--- config.mk ---
export PLATFORM = sky130hd
export DESIGN_NAME = aehs_status
export DESIGN_NICKNAME = d
export VERILOG_FILES = /design/src/aehs_pkg.sv /design/src/aehs_status.sv /design/src/aehs_full_flag.sv /design/src/aehs_width_ctl.sv
export VERILOG_INCLUDE_DIRS = /design/src
export SDC_FILE = /design/constraint.sdc
export NUM_CORES = 1
export LEC_CHECK = 0
export ABC_AREA = 1
export BUFFER_PORTS_ARGS = -buffer_cell sky130_fd_sc_hd__buf_4
export CAP_MARGIN = 40
export CORE_ASPECT_RATIO = 0.9
export CORE_MARGIN = 2
export CORE_UTILIZATION = 53
export CTS_CLUSTER_DIAMETER = 100
export DETAILED_ROUTE_END_ITERATION = 16
export GPL_TIMING_DRIVEN = 0
export PLACE_DENSITY = 0.87
export SLEW_MARGIN = 20
export SYNTH_ARGS = -nofsm -noshare
export SYNTH_HDL_FRONTEND = slang
export SYNTH_HIERARCHICAL = 1
export SYNTH_SLANG_ARGS = --single-unit
--- constraint.sdc ---
create_clock -name sys_clk -period 2.21 [get_ports sys_clk]
set_clock_uncertainty 0.15 [all_clocks]
set_input_delay 0.1105 -clock sys_clk [delete_from_list [all_inputs] [get_ports sys_clk]]
set_output_delay 0.1105 -clock sys_clk [all_outputs]
set_load 0.02 [all_outputs]
--- src/aehs_params.svh ---
// constants for the embedded-controller mailbox status and width block
// assumes byte-wide register offsets on both the host and controller side
`ifndef AEHS_PARAMS_SVH
`define AEHS_PARAMS_SVH
// host-side offsets
`define AEHS_HOST_DATA0_OFS 3'h0
`define AEHS_HOST_DATA3_OFS 3'h3
`define AEHS_HOST_STATUS_OFS 3'h4
`define AEHS_HOST_WIDTH_OFS 3'h5
// controller-side offsets
`define AEHS_CTL_OUT0_OFS 4'h0
`define AEHS_CTL_OUT3_OFS 4'h3
`define AEHS_CTL_STATUS_OFS 4'h4
`define AEHS_CTL_WIDTH_OFS 4'h5
`define AEHS_CTL_IN0_OFS 4'h8
`define AEHS_CTL_IN3_OFS 4'hB
// status bit positions
`define AEHS_BIT_SPARE_HIGH 7
`define AEHS_BIT_MGMT_EVT 6
`define AEHS_BIT_QUERY 5
`define AEHS_BIT_BURST 4
`define AEHS_BIT_CMD 3
`define AEHS_BIT_SPARE_LOW 2
`define AEHS_BIT_INBOUND_FULL 1
`define AEHS_BIT_OUTBOUND_FULL 0
`define AEHS_BIT_WIDTH 0
// reset values and firmware-writable mask
`define AEHS_STATUS_RESET 8'h00
`define AEHS_WIDTH_RESET 1'h0
`define AEHS_SW_MASK 8'hF4
`endif

--- src/aehs_pkg.sv ---
// types for the embedded-controller mailbox status and width block
// assumes aehs_params.svh is compiled alongside
package aehs_pkg;
  // one access strobe with its offset
  typedef struct packed {
    logic wr;
    logic rd;
    logic [3:0] ofs;
  } aehs_acc_t;
  // full-flag event bundle
  typedef struct packed {
    logic set;
    logic clr;
  } aehs_flag_ev_t;
  // flag engine state
  typedef enum logic [1:0] {
    AEHS_EMPTY = 2'b01,
    AEHS_FULL = 2'b10
  } aehs_flag_st_t;
endpackage : aehs_pkg

--- src/aehs_status.sv ---
// host handshake status and width control of the mailbox
// assumes host and controller strobes are one-cycle pulses on sys_clk,
// decoded by the data-byte registers outside this block
//
// Behaviour
// - management event flag bit 6, software only
// - query pending bit 5, firmware owned
// - burst flag bit 4, firmware owned
// - command write sets bit 3, data clears
// - command sets inbound-full, in0 read clears
// - single byte: byte 0 sets/clears inbound
// - four byte: byte 3 sets/clears inbound
// - single byte: out0 write sets outbound-full
// - four byte: out3 write sets outbound-full
// - host emptying outbound raises empty request
// - inbound-full raises request to controller
// - width bit 0, reset zero, rest reserved
// - host status mirrors controller status read-only
// - single byte: bytes 1-3 leave full flags alone
// - full flags survive host power-down
`timescale 1ns/1ps
`include "aehs_params.svh"
module aehs_status (
  input wire logic sys_clk,
  input wire logic arst_n,
  input wire aehs_pkg::aehs_acc_t host_acc,
  input wire aehs_pkg::aehs_acc_t ctl_acc,
  input wire logic [7:0] ctl_wdata,
  output logic [7:0] host_rdata,
  output logic [7:0] ctl_rdata,
  output logic cmd_flag,
  output logic four_byte_mode,
  output logic inbound_full_irq,
  output logic outbound_empty_irq
);
  // ---------------------------------------------------------------
  // access decode
  // ---------------------------------------------------------------
  logic four_byte;
  logic host_cmd_wr;
  logic host_data_wr;
  logic host_in_last_wr;
  logic host_out_last_rd;
  logic ctl_in_last_rd;
  logic ctl_out_last_wr;
  logic ctl_status_wr;
  logic ctl_width_wr;
  logic [3:0] in_last_ofs;
  logic [3:0] out_last_ofs;
  logic inbound_full;
  logic outbound_full;
  logic outbound_emptied;
  logic [7:0] sw_flags;
  logic [7:0] status_word;
  aehs_pkg::aehs_flag_ev_t ib_ev;
  aehs_pkg::aehs_flag_ev_t ob_ev;

  // width picks which byte closes a transfer, bytes 1-2 never count
  assign in_last_ofs = four_byte ? `AEHS_CTL_IN3_OFS : `AEHS_CTL_IN0_OFS;
  assign out_last_ofs = four_byte ? `AEHS_CTL_OUT3_OFS :
                        `AEHS_CTL_OUT0_OFS;
  assign host_cmd_wr = host_acc.wr &&
      (host_acc.ofs[2:0] == `AEHS_HOST_STATUS_OFS);
  assign host_data_wr = host_acc.wr && (host_acc.ofs[2:0] <=
      `AEHS_HOST_DATA3_OFS);
  // single byte mode: only byte 0 moves the full flags
  assign host_in_last_wr = host_data_wr && (host_acc.ofs[2:0] ==
      (four_byte ? `AEHS_HOST_DATA3_OFS : `AEHS_HOST_DATA0_OFS));
  assign host_out_last_rd = host_acc.rd && (host_acc.ofs[2:0] ==
      (four_byte ? `AEHS_HOST_DATA3_OFS : `AEHS_HOST_DATA0_OFS));
  // command-marked byte is always in0, width ignored
  assign ctl_in_last_rd = ctl_acc.rd && (cmd_flag ?
      (ctl_acc.ofs == `AEHS_CTL_IN0_OFS) : (ctl_acc.ofs == in_last_ofs));
  assign ctl_out_last_wr = ctl_acc.wr && (ctl_acc.ofs == out_last_ofs);
  assign ctl_status_wr = ctl_acc.wr &&
      (ctl_acc.ofs == `AEHS_CTL_STATUS_OFS);
  assign ctl_width_wr = ctl_acc.wr && (ctl_acc.ofs == `AEHS_CTL_WIDTH_OFS);

  // ---------------------------------------------------------------
  // full flags
  // ---------------------------------------------------------------
  // one driver per bundle; a per-member assign splits the variable
  assign ib_ev = '{
    set: host_cmd_wr || host_in_last_wr,
    clr: ctl_in_last_rd
  };
  assign ob_ev = '{
    set: ctl_out_last_wr,
    clr: host_out_last_rd
  };

  aehs_full_flag u_inbound (
    .sys_clk(sys_clk),
    .arst_n(arst_n),
    .ev(ib_ev),
    .full(inbound_full),
    .emptied()
  );

  aehs_full_flag u_outbound (
    .sys_clk(sys_clk),
    .arst_n(arst_n),
    .ev(ob_ev),
    .full(outbound_full),
    .emptied(outbound_emptied)
  );

  aehs_width_ctl u_width (
    .sys_clk(sys_clk),
    .arst_n(arst_n),
    .wr_en(ctl_width_wr),
    .wr_data(ctl_wdata),
    .four_byte(four_byte)
  );

  // ---------------------------------------------------------------
  // command marker and software flags
  // ---------------------------------------------------------------
  // command write sets, any host data byte write clears
  always_ff @(posedge sys_clk or negedge arst_n) begin
    if (!arst_n) begin
      cmd_flag <= 1'b0;
    end else if (host_cmd_wr) begin
      cmd_flag <= 1'b1;
    end else if (host_data_wr) begin
      cmd_flag <= 1'b0;
    end
  end

  // only firmware writes these; hardware never touches them
  always_ff @(posedge sys_clk or negedge arst_n) begin
    if (!arst_n) begin
      sw_flags <= `AEHS_STATUS_RESET;
    end else if (ctl_status_wr) begin
      sw_flags <= ctl_wdata & `AEHS_SW_MASK;
    end
  end

  // bits 6 and 5 are plain storage, no interrupt is derived
  always_comb begin
    status_word = sw_flags;
    status_word[`AEHS_BIT_CMD] = cmd_flag;
    status_word[`AEHS_BIT_INBOUND_FULL] = inbound_full;
    status_word[`AEHS_BIT_OUTBOUND_FULL] = outbound_full;
  end

  // ---------------------------------------------------------------
  // read data and requests, all registered
  // ---------------------------------------------------------------
  // host sees the same word firmware sees, without write access
  always_ff @(posedge sys_clk or negedge arst_n) begin
    if (!arst_n) begin
      host_rdata <= 8'h00;
      ctl_rdata <= 8'h00;
    end else begin
      host_rdata <= 8'h00;
      ctl_rdata <= 8'h00;
      if (host_acc.ofs[2:0] == `AEHS_HOST_STATUS_OFS) begin
        host_rdata <= status_word;
      end else if (host_acc.ofs[2:0] == `AEHS_HOST_WIDTH_OFS) begin
        host_rdata <= {7'h00, four_byte};
      end
      if (ctl_acc.ofs == `AEHS_CTL_STATUS_OFS) begin
        ctl_rdata <= status_word;
      end else if (ctl_acc.ofs == `AEHS_CTL_WIDTH_OFS) begin
        ctl_rdata <= {7'h00, four_byte};
      end
    end
  end

  // level request while inbound holds data; pulse when outbound drained
  always_ff @(posedge sys_clk or negedge arst_n) begin
    if (!arst_n) begin
      inbound_full_irq <= 1'b0;
      outbound_empty_irq <= 1'b0;
      four_byte_mode <= 1'b0;
    end else begin
      inbound_full_irq <= inbound_full;
      outbound_empty_irq <= outbound_emptied;
      four_byte_mode <= four_byte;
    end
  end

  // ---------------------------------------------------------------
  // assertions
  // ---------------------------------------------------------------
  property p_cmd_set;
    @(posedge sys_clk) disable iff (!arst_n)
    host_cmd_wr |=> cmd_flag && inbound_full;
  endproperty
  a_cmd_set: assert property (p_cmd_set)
    else $error("command write lost");

  property p_cmd_clr;
    @(posedge sys_clk) disable iff (!arst_n)
    host_data_wr && !host_cmd_wr |=> !cmd_flag;
  endproperty
  a_cmd_clr: assert property (p_cmd_clr)
    else $error("command marker not cleared");

  property p_cmd_in0_clr;
    @(posedge sys_clk) disable iff (!arst_n)
    cmd_flag && ctl_acc.rd && ctl_acc.ofs == `AEHS_CTL_IN0_OFS && !ib_ev.set
      |=> !inbound_full;
  endproperty
  a_cmd_in0_clr: assert property (p_cmd_in0_clr)
    else $error("inbound full stuck after command read");

  property p_ib_single;
    @(posedge sys_clk) disable iff (!arst_n)
    !four_byte && host_acc.wr && host_acc.ofs[2:0] == 3'h0 |=> inbound_full;
  endproperty
  a_ib_single: assert property (p_ib_single)
    else $error("inbound full not set by byte 0");

  property p_ib_four;
    @(posedge sys_clk) disable iff (!arst_n)
    four_byte && host_acc.wr && host_acc.ofs[2:0] == 3'h3 |=> inbound_full;
  endproperty
  a_ib_four: assert property (p_ib_four)
    else $error("inbound full not set by byte 3");

  property p_ob_single;
    @(posedge sys_clk) disable iff (!arst_n)
    !four_byte && ctl_acc.wr && ctl_acc.ofs == 4'h0 |=> outbound_full;
  endproperty
  a_ob_single: assert property (p_ob_single)
    else $error("outbound full not set by byte 0");

  property p_ob_four_clr;
    @(posedge sys_clk) disable iff (!arst_n)
    four_byte && host_acc.rd && host_acc.ofs[2:0] == 3'h3 && !ob_ev.set
      |=> !outbound_full;
  endproperty
  a_ob_four_clr: assert property (p_ob_four_clr)
    else $error("outbound full stuck after byte 3 read");

  property p_empty_irq;
    @(posedge sys_clk) disable iff (!arst_n)
    outbound_full && ob_ev.clr && !ob_ev.set |=> ##1 outbound_empty_irq;
  endproperty
  a_empty_irq: assert property (p_empty_irq)
    else $error("no outbound empty request");

  property p_ib_irq;
    @(posedge sys_clk) disable iff (!arst_n)
    $rose(inbound_full) |=> inbound_full_irq;
  endproperty
  a_ib_irq: assert property (p_ib_irq)
    else $error("no inbound full request");

  property p_set_wins;
    @(posedge sys_clk) disable iff (!arst_n)
    ib_ev.set && ib_ev.clr |=> inbound_full;
  endproperty
  a_set_wins: assert property (p_set_wins)
    else $error("set lost to a clear");

  property p_sw_hold;
    @(posedge sys_clk) disable iff (!arst_n)
    !ctl_status_wr |=> $stable(sw_flags);
  endproperty
  a_sw_hold: assert property (p_sw_hold)
    else $error("software flag moved without a write");

  // host bytes 1-3 in single byte mode must not move either flag
  property p_bytes_ignored;
    @(posedge sys_clk) disable iff (!arst_n)
    !four_byte && (host_acc.wr || host_acc.rd) && host_acc.ofs[2:0] != 3'h0
      && host_acc.ofs[2:0] <= 3'h3 && !ctl_acc.wr && !ctl_acc.rd
      |=> $stable(inbound_full) && $stable(outbound_full);
  endproperty
  a_bytes_ignored: assert property (p_bytes_ignored)
    else $error("unused byte moved a full flag");

  // no event, no change: power state of the host cannot clear a flag
  property p_flags_hold;
    @(posedge sys_clk) disable iff (!arst_n)
    !ib_ev.set && !ib_ev.clr && !ob_ev.set && !ob_ev.clr
      |=> $stable(inbound_full) && $stable(outbound_full);
  endproperty
  a_flags_hold: assert property (p_flags_hold)
    else $error("full flag moved without an event");

  property p_width_rsvd;
    @(posedge sys_clk) disable iff (!arst_n)
    ctl_acc.ofs == `AEHS_CTL_WIDTH_OFS |=> ctl_rdata[7:1] == 7'h00;
  endproperty
  a_width_rsvd: assert property (p_width_rsvd)
    else $error("reserved width bits not zero");

  property p_ib_irq_clr;
    @(posedge sys_clk) disable iff (!arst_n)
    $fell(inbound_full) |=> !inbound_full_irq;
  endproperty
  a_ib_irq_clr: assert property (p_ib_irq_clr)
    else $error("inbound request stuck after drain");

  // the host view carries the marker the controller sees
  property p_host_mirror;
    @(posedge sys_clk) disable iff (!arst_n)
    host_acc.rd && host_acc.ofs[2:0] == `AEHS_HOST_STATUS_OFS
      |=> host_rdata[`AEHS_BIT_CMD] == $past(cmd_flag);
  endproperty
  a_host_mirror: assert property (p_host_mirror)
    else $error("host status view differs");

  c_cmd: cover property (@(posedge sys_clk) disable iff (!arst_n)
    host_cmd_wr ##[1:20] ctl_in_last_rd);
  c_four: cover property (@(posedge sys_clk) disable iff (!arst_n)
    four_byte && ob_ev.set ##[1:20] ob_ev.clr);
  c_both: cover property (@(posedge sys_clk) disable iff (!arst_n)
    ib_ev.set && ib_ev.clr);
  c_irq: cover property (@(posedge sys_clk) disable iff (!arst_n)
    inbound_full_irq ##[1:20] !inbound_full_irq);
endmodule : aehs_status

--- src/aehs_full_flag.sv ---
// one mailbox full flag, set wins over clear
// assumes set and clear are single-cycle pulses on sys_clk
`timescale 1ns/1ps
module aehs_full_flag (
  input wire logic sys_clk,
  input wire logic arst_n,
  input wire aehs_pkg::aehs_flag_ev_t ev,
  output logic full,
  output logic emptied
);
  aehs_pkg::aehs_flag_st_t state;
  // ---------------------------------------------------------------
  // state register
  // ---------------------------------------------------------------
  // no path clears on host power-down, only bus events move it
  always_ff @(posedge sys_clk or negedge arst_n) begin
    if (!arst_n) begin
      state <= aehs_pkg::AEHS_EMPTY;
    end else begin
      case (state)
        aehs_pkg::AEHS_EMPTY: begin
          if (ev.set) begin
            state <= aehs_pkg::AEHS_FULL;
          end
        end
        aehs_pkg::AEHS_FULL: begin
          if (ev.clr && !ev.set) begin // set wins
            state <= aehs_pkg::AEHS_EMPTY;
          end
        end
        default: begin
          state <= aehs_pkg::AEHS_EMPTY;
        end
      endcase
    end
  end
  // emptied pulse for the outbound-empty request
  always_ff @(posedge sys_clk or negedge arst_n) begin
    if (!arst_n) begin
      emptied <= 1'b0;
    end else begin
      emptied <= (state == aehs_pkg::AEHS_FULL) && ev.clr && !ev.set;
    end
  end
  assign full = (state == aehs_pkg::AEHS_FULL);
endmodule : aehs_full_flag

--- src/aehs_width_ctl.sv ---
// transfer-width select, firmware-owned, host sees it read-only
// assumes the controller write strobe is one cycle per access
`timescale 1ns/1ps
`include "aehs_params.svh"
module aehs_width_ctl (
  input wire logic sys_clk,
  input wire logic arst_n,
  input wire logic wr_en,
  input wire logic [7:0] wr_data,
  output logic four_byte
);
  // only bit 0 is stored, the rest reads zero
  always_ff @(posedge sys_clk or negedge arst_n) begin
    if (!arst_n) begin
      four_byte <= `AEHS_WIDTH_RESET;
    end else if (wr_en) begin
      four_byte <= wr_data[`AEHS_BIT_WIDTH];
    end
  end
endmodule : aehs_width_ctl

==> flow_metrics.py <==
metrics = {
    "place": {
        "portBuffers": 37,
        "dp_slack_ps": 847,
        "gp_congestion": 0.754,
        "place_hpwl_um": 1930,
        "placed_area_mm2": 0.00158,
    },
    "power_and_ir_drop": {
        "p_sw_uw": 319,
        "p_seq_share_pct": 56.2,
        "power_density_mw_per_mm2": 621,
        "p_int_uw": 811,
        "combPwrFrac_pct": 16.8,
        "p_clk_share_pct": 27.0,
        "swShare_pct": 28.2,
        "vdd_drop_max_uv": 467,
        "p_leak_nw": 0.998,
    },
    "final_layout": {
        "area_growth_pct": 43.5,
        "final_layout_size_suffix_gt1_share_pct": 26.9,
        "layout_common_cells": "37 x buf_4, 29 x dfrtp_1, 26 x nand2_1, 24 x nor2_1, 23 x inv_1",
        "nets": 222,
        "final_common_cell": "buf_4",
        "num_antenna_cells": 0,
        "fillers": 123,
        "finalInstanceArea_mm2": 0.00182,
    },
    "route": {
        "vias": 1127,
        "ant_nets": 0,
        "routedWlPerCell_um": 12.8,
        "via_per_inst": 4.94,
        "wirelength_um": 2910,
        "drc": 0,
        "dr.pass1.iters": 4,
        "drt_iter0_markers": 30,
    },
    "critical_path": {
        "ff2ff_path_depth": 6,
        "path_class": "input port to register",
        "crit_fanout": 10,
        "ff2ff_setup_slack_ps": 540,
        "r2r-end": "ctl_rdata[0]",
        "r2r-start": "u_outbound/state[0]",
        "end_kind": "register",
        "required_ps": 2330,
        "cp_data_arrival_time_ps": 1870,
        "startpoint_type": "input port",
    },
    "die": {
        "start_util_pct": 57.0,
        "core-area_mm2": 0.00222,
        "die_x_um": 55.5,
        "io-pin-count": 42,
        "die_area_mm2": 0.00280,
        "die_y_um": 50.4,
        "rows": 16,
    },
    "global_routing": {
        "grt_pass1_wl_um": 4800,
        "grt_max_degree": 32,
        "grt_overflow": 0,
        "grt_pass1_vias": 1132,
        "antenna_found_initial": 0,
        "grtUsageTotal_pct": 23.3,
    },
    "clocking": {
        "cts-root-buf": "clkbuf_4",
        "cts_num_sinks": 31,
        "htreeDepth": 2,
        "cts_inserted_buffers": 5,
        "cts_tree": "yes",
        "cts.reportedPaths.clkPinSlew_ps": 90,
        "post_cts_buffers": 0,
        "cts_buffer_depth": 2,
        "clock_latency_ps": 320,
        "postCtsResizedCells": 0,
    },
    "timing": {
        "worst_pin_slew_ps": 398,
        "fmax_mhz": 572,
        "rsz0062_at_grt": "false",
        "tns_ps": 0,
        "relSlewSlack_pct": 73.4,
        "drv_slew": 0,
        "fin_crit_ps": 1750,
        "setup_slack_ps": 462,
        "whs_ps": 23.1,
        "hold_violations": 0,
        "setup_viol_count_final": 0,
        "final_min_period_over_clock_period_pct": 79.1,
    },
    "yosys": {
        "netlist_area_mm2": 0.00127,
        "avgSynthCellArea_um2": 9.25,
        "synth_warnings": 6,
        "syn_nets": 159,
        "netlist_instances": 137,
    },
    "min_path": {
        "hold_depth": 4,
        "hold_end": "ctl_rdata[4]",
        "holdCritPathClass": "input port to register",
        "min-delay-start": "ctl_acc[0]",
    },
    "job": {
        "drv_cap": 0,
    },
    "outcome": {
        "status": "finished clean",
    },
}
## how the worst max path moves through the flow
stage	startpoint	to	slack [ps]	cells past startpoint
after floorplan	cmd_flag	u_inbound/state[0]	940	9
after global placement	u_width/four_byte	u_inbound/state[0]	920	8
after detailed placement	cmd_flag	u_inbound/state[1]	850	8
after CTS	ctl_acc[3]	sw_flags[6]	520	6
after global routing	ctl_acc[3]	sw_flags[5]	390	6
final	ctl_acc[3]	sw_flags[7]	460	6
## worst max-delay path, cell delays in order
cell and delay, ps:
dlygate4sd3_1 530, buf_4 150, nor2_4 270, nand4_1 120
dlygate4sd3_1 600, nand2_1 80
## routing by layer
| metal | up-vias | global-route usage [%] | routed length, um |
|---|---|---|---|
| li1 | 553 | - | - |
| met5 | - | 0 | 0 |
| met3 | 8 | 9.02 | 178 |
| met2 | 45 | 40.5 | 1480 |
| met4 | 0 | 11.0 | 84 |
| met1 | 521 | 25.2 | 1170 |
## flip-flops by register name (all words and copies together) (netlist names)
signal and count:
sw_flags 5, outbound_empty_irq 1, host_rdata 8, inbound_full_irq 1, u_outbound/emptied 1, four_byte_mode 1, cmd_flag 1, u_width/four_byte 1
ctl_rdata 8, u_inbound/state 2, u_outbound/state 2
## area by class of cell
cell class              instances  area (um2)  area share [%]
flip-flops and latches         31         778            42.8
well taps                      27        33.8            1.86
clock buffers                   7        45.0            2.48
multi-input cells              80         392            21.5
clock inverters                 1        5.00           0.275
repair buffers                 56         468            25.7
plain buffers                   1        3.75           0.206
inverters                      25        93.8            5.16
## power groups by stage
stage	clock, mW	combinational [mW]	sequential, mW
floorplan	0	0.0732	0.653
global placement	0	0.159	0.641
detailed placement	0	0.168	0.645
CTS	0.313	0.188	0.634
global route	0.346	0.208	0.638
finish	0.305	0.190	0.635
## what timing repair did
| action | 4_1_cts | 5_1_grt |
|---|---|---|
| hold buffers | 19 | 0 |
| endpoints found under the setup margin | 0 | 0 |
| endpoints found under the hold margin | 48 | 0 |
## through the flow
step	instances	util, %	total power, mW
global route	228	81.9	1.19
global placement	201	71.1	0.800
detailed placement	201	71.1	0.813
CTS	228	81.9	1.14
floorplan	137	-	0.726
finish	228	81.9	1.13
Note: power is estimated with default switching activity, not from simulation.
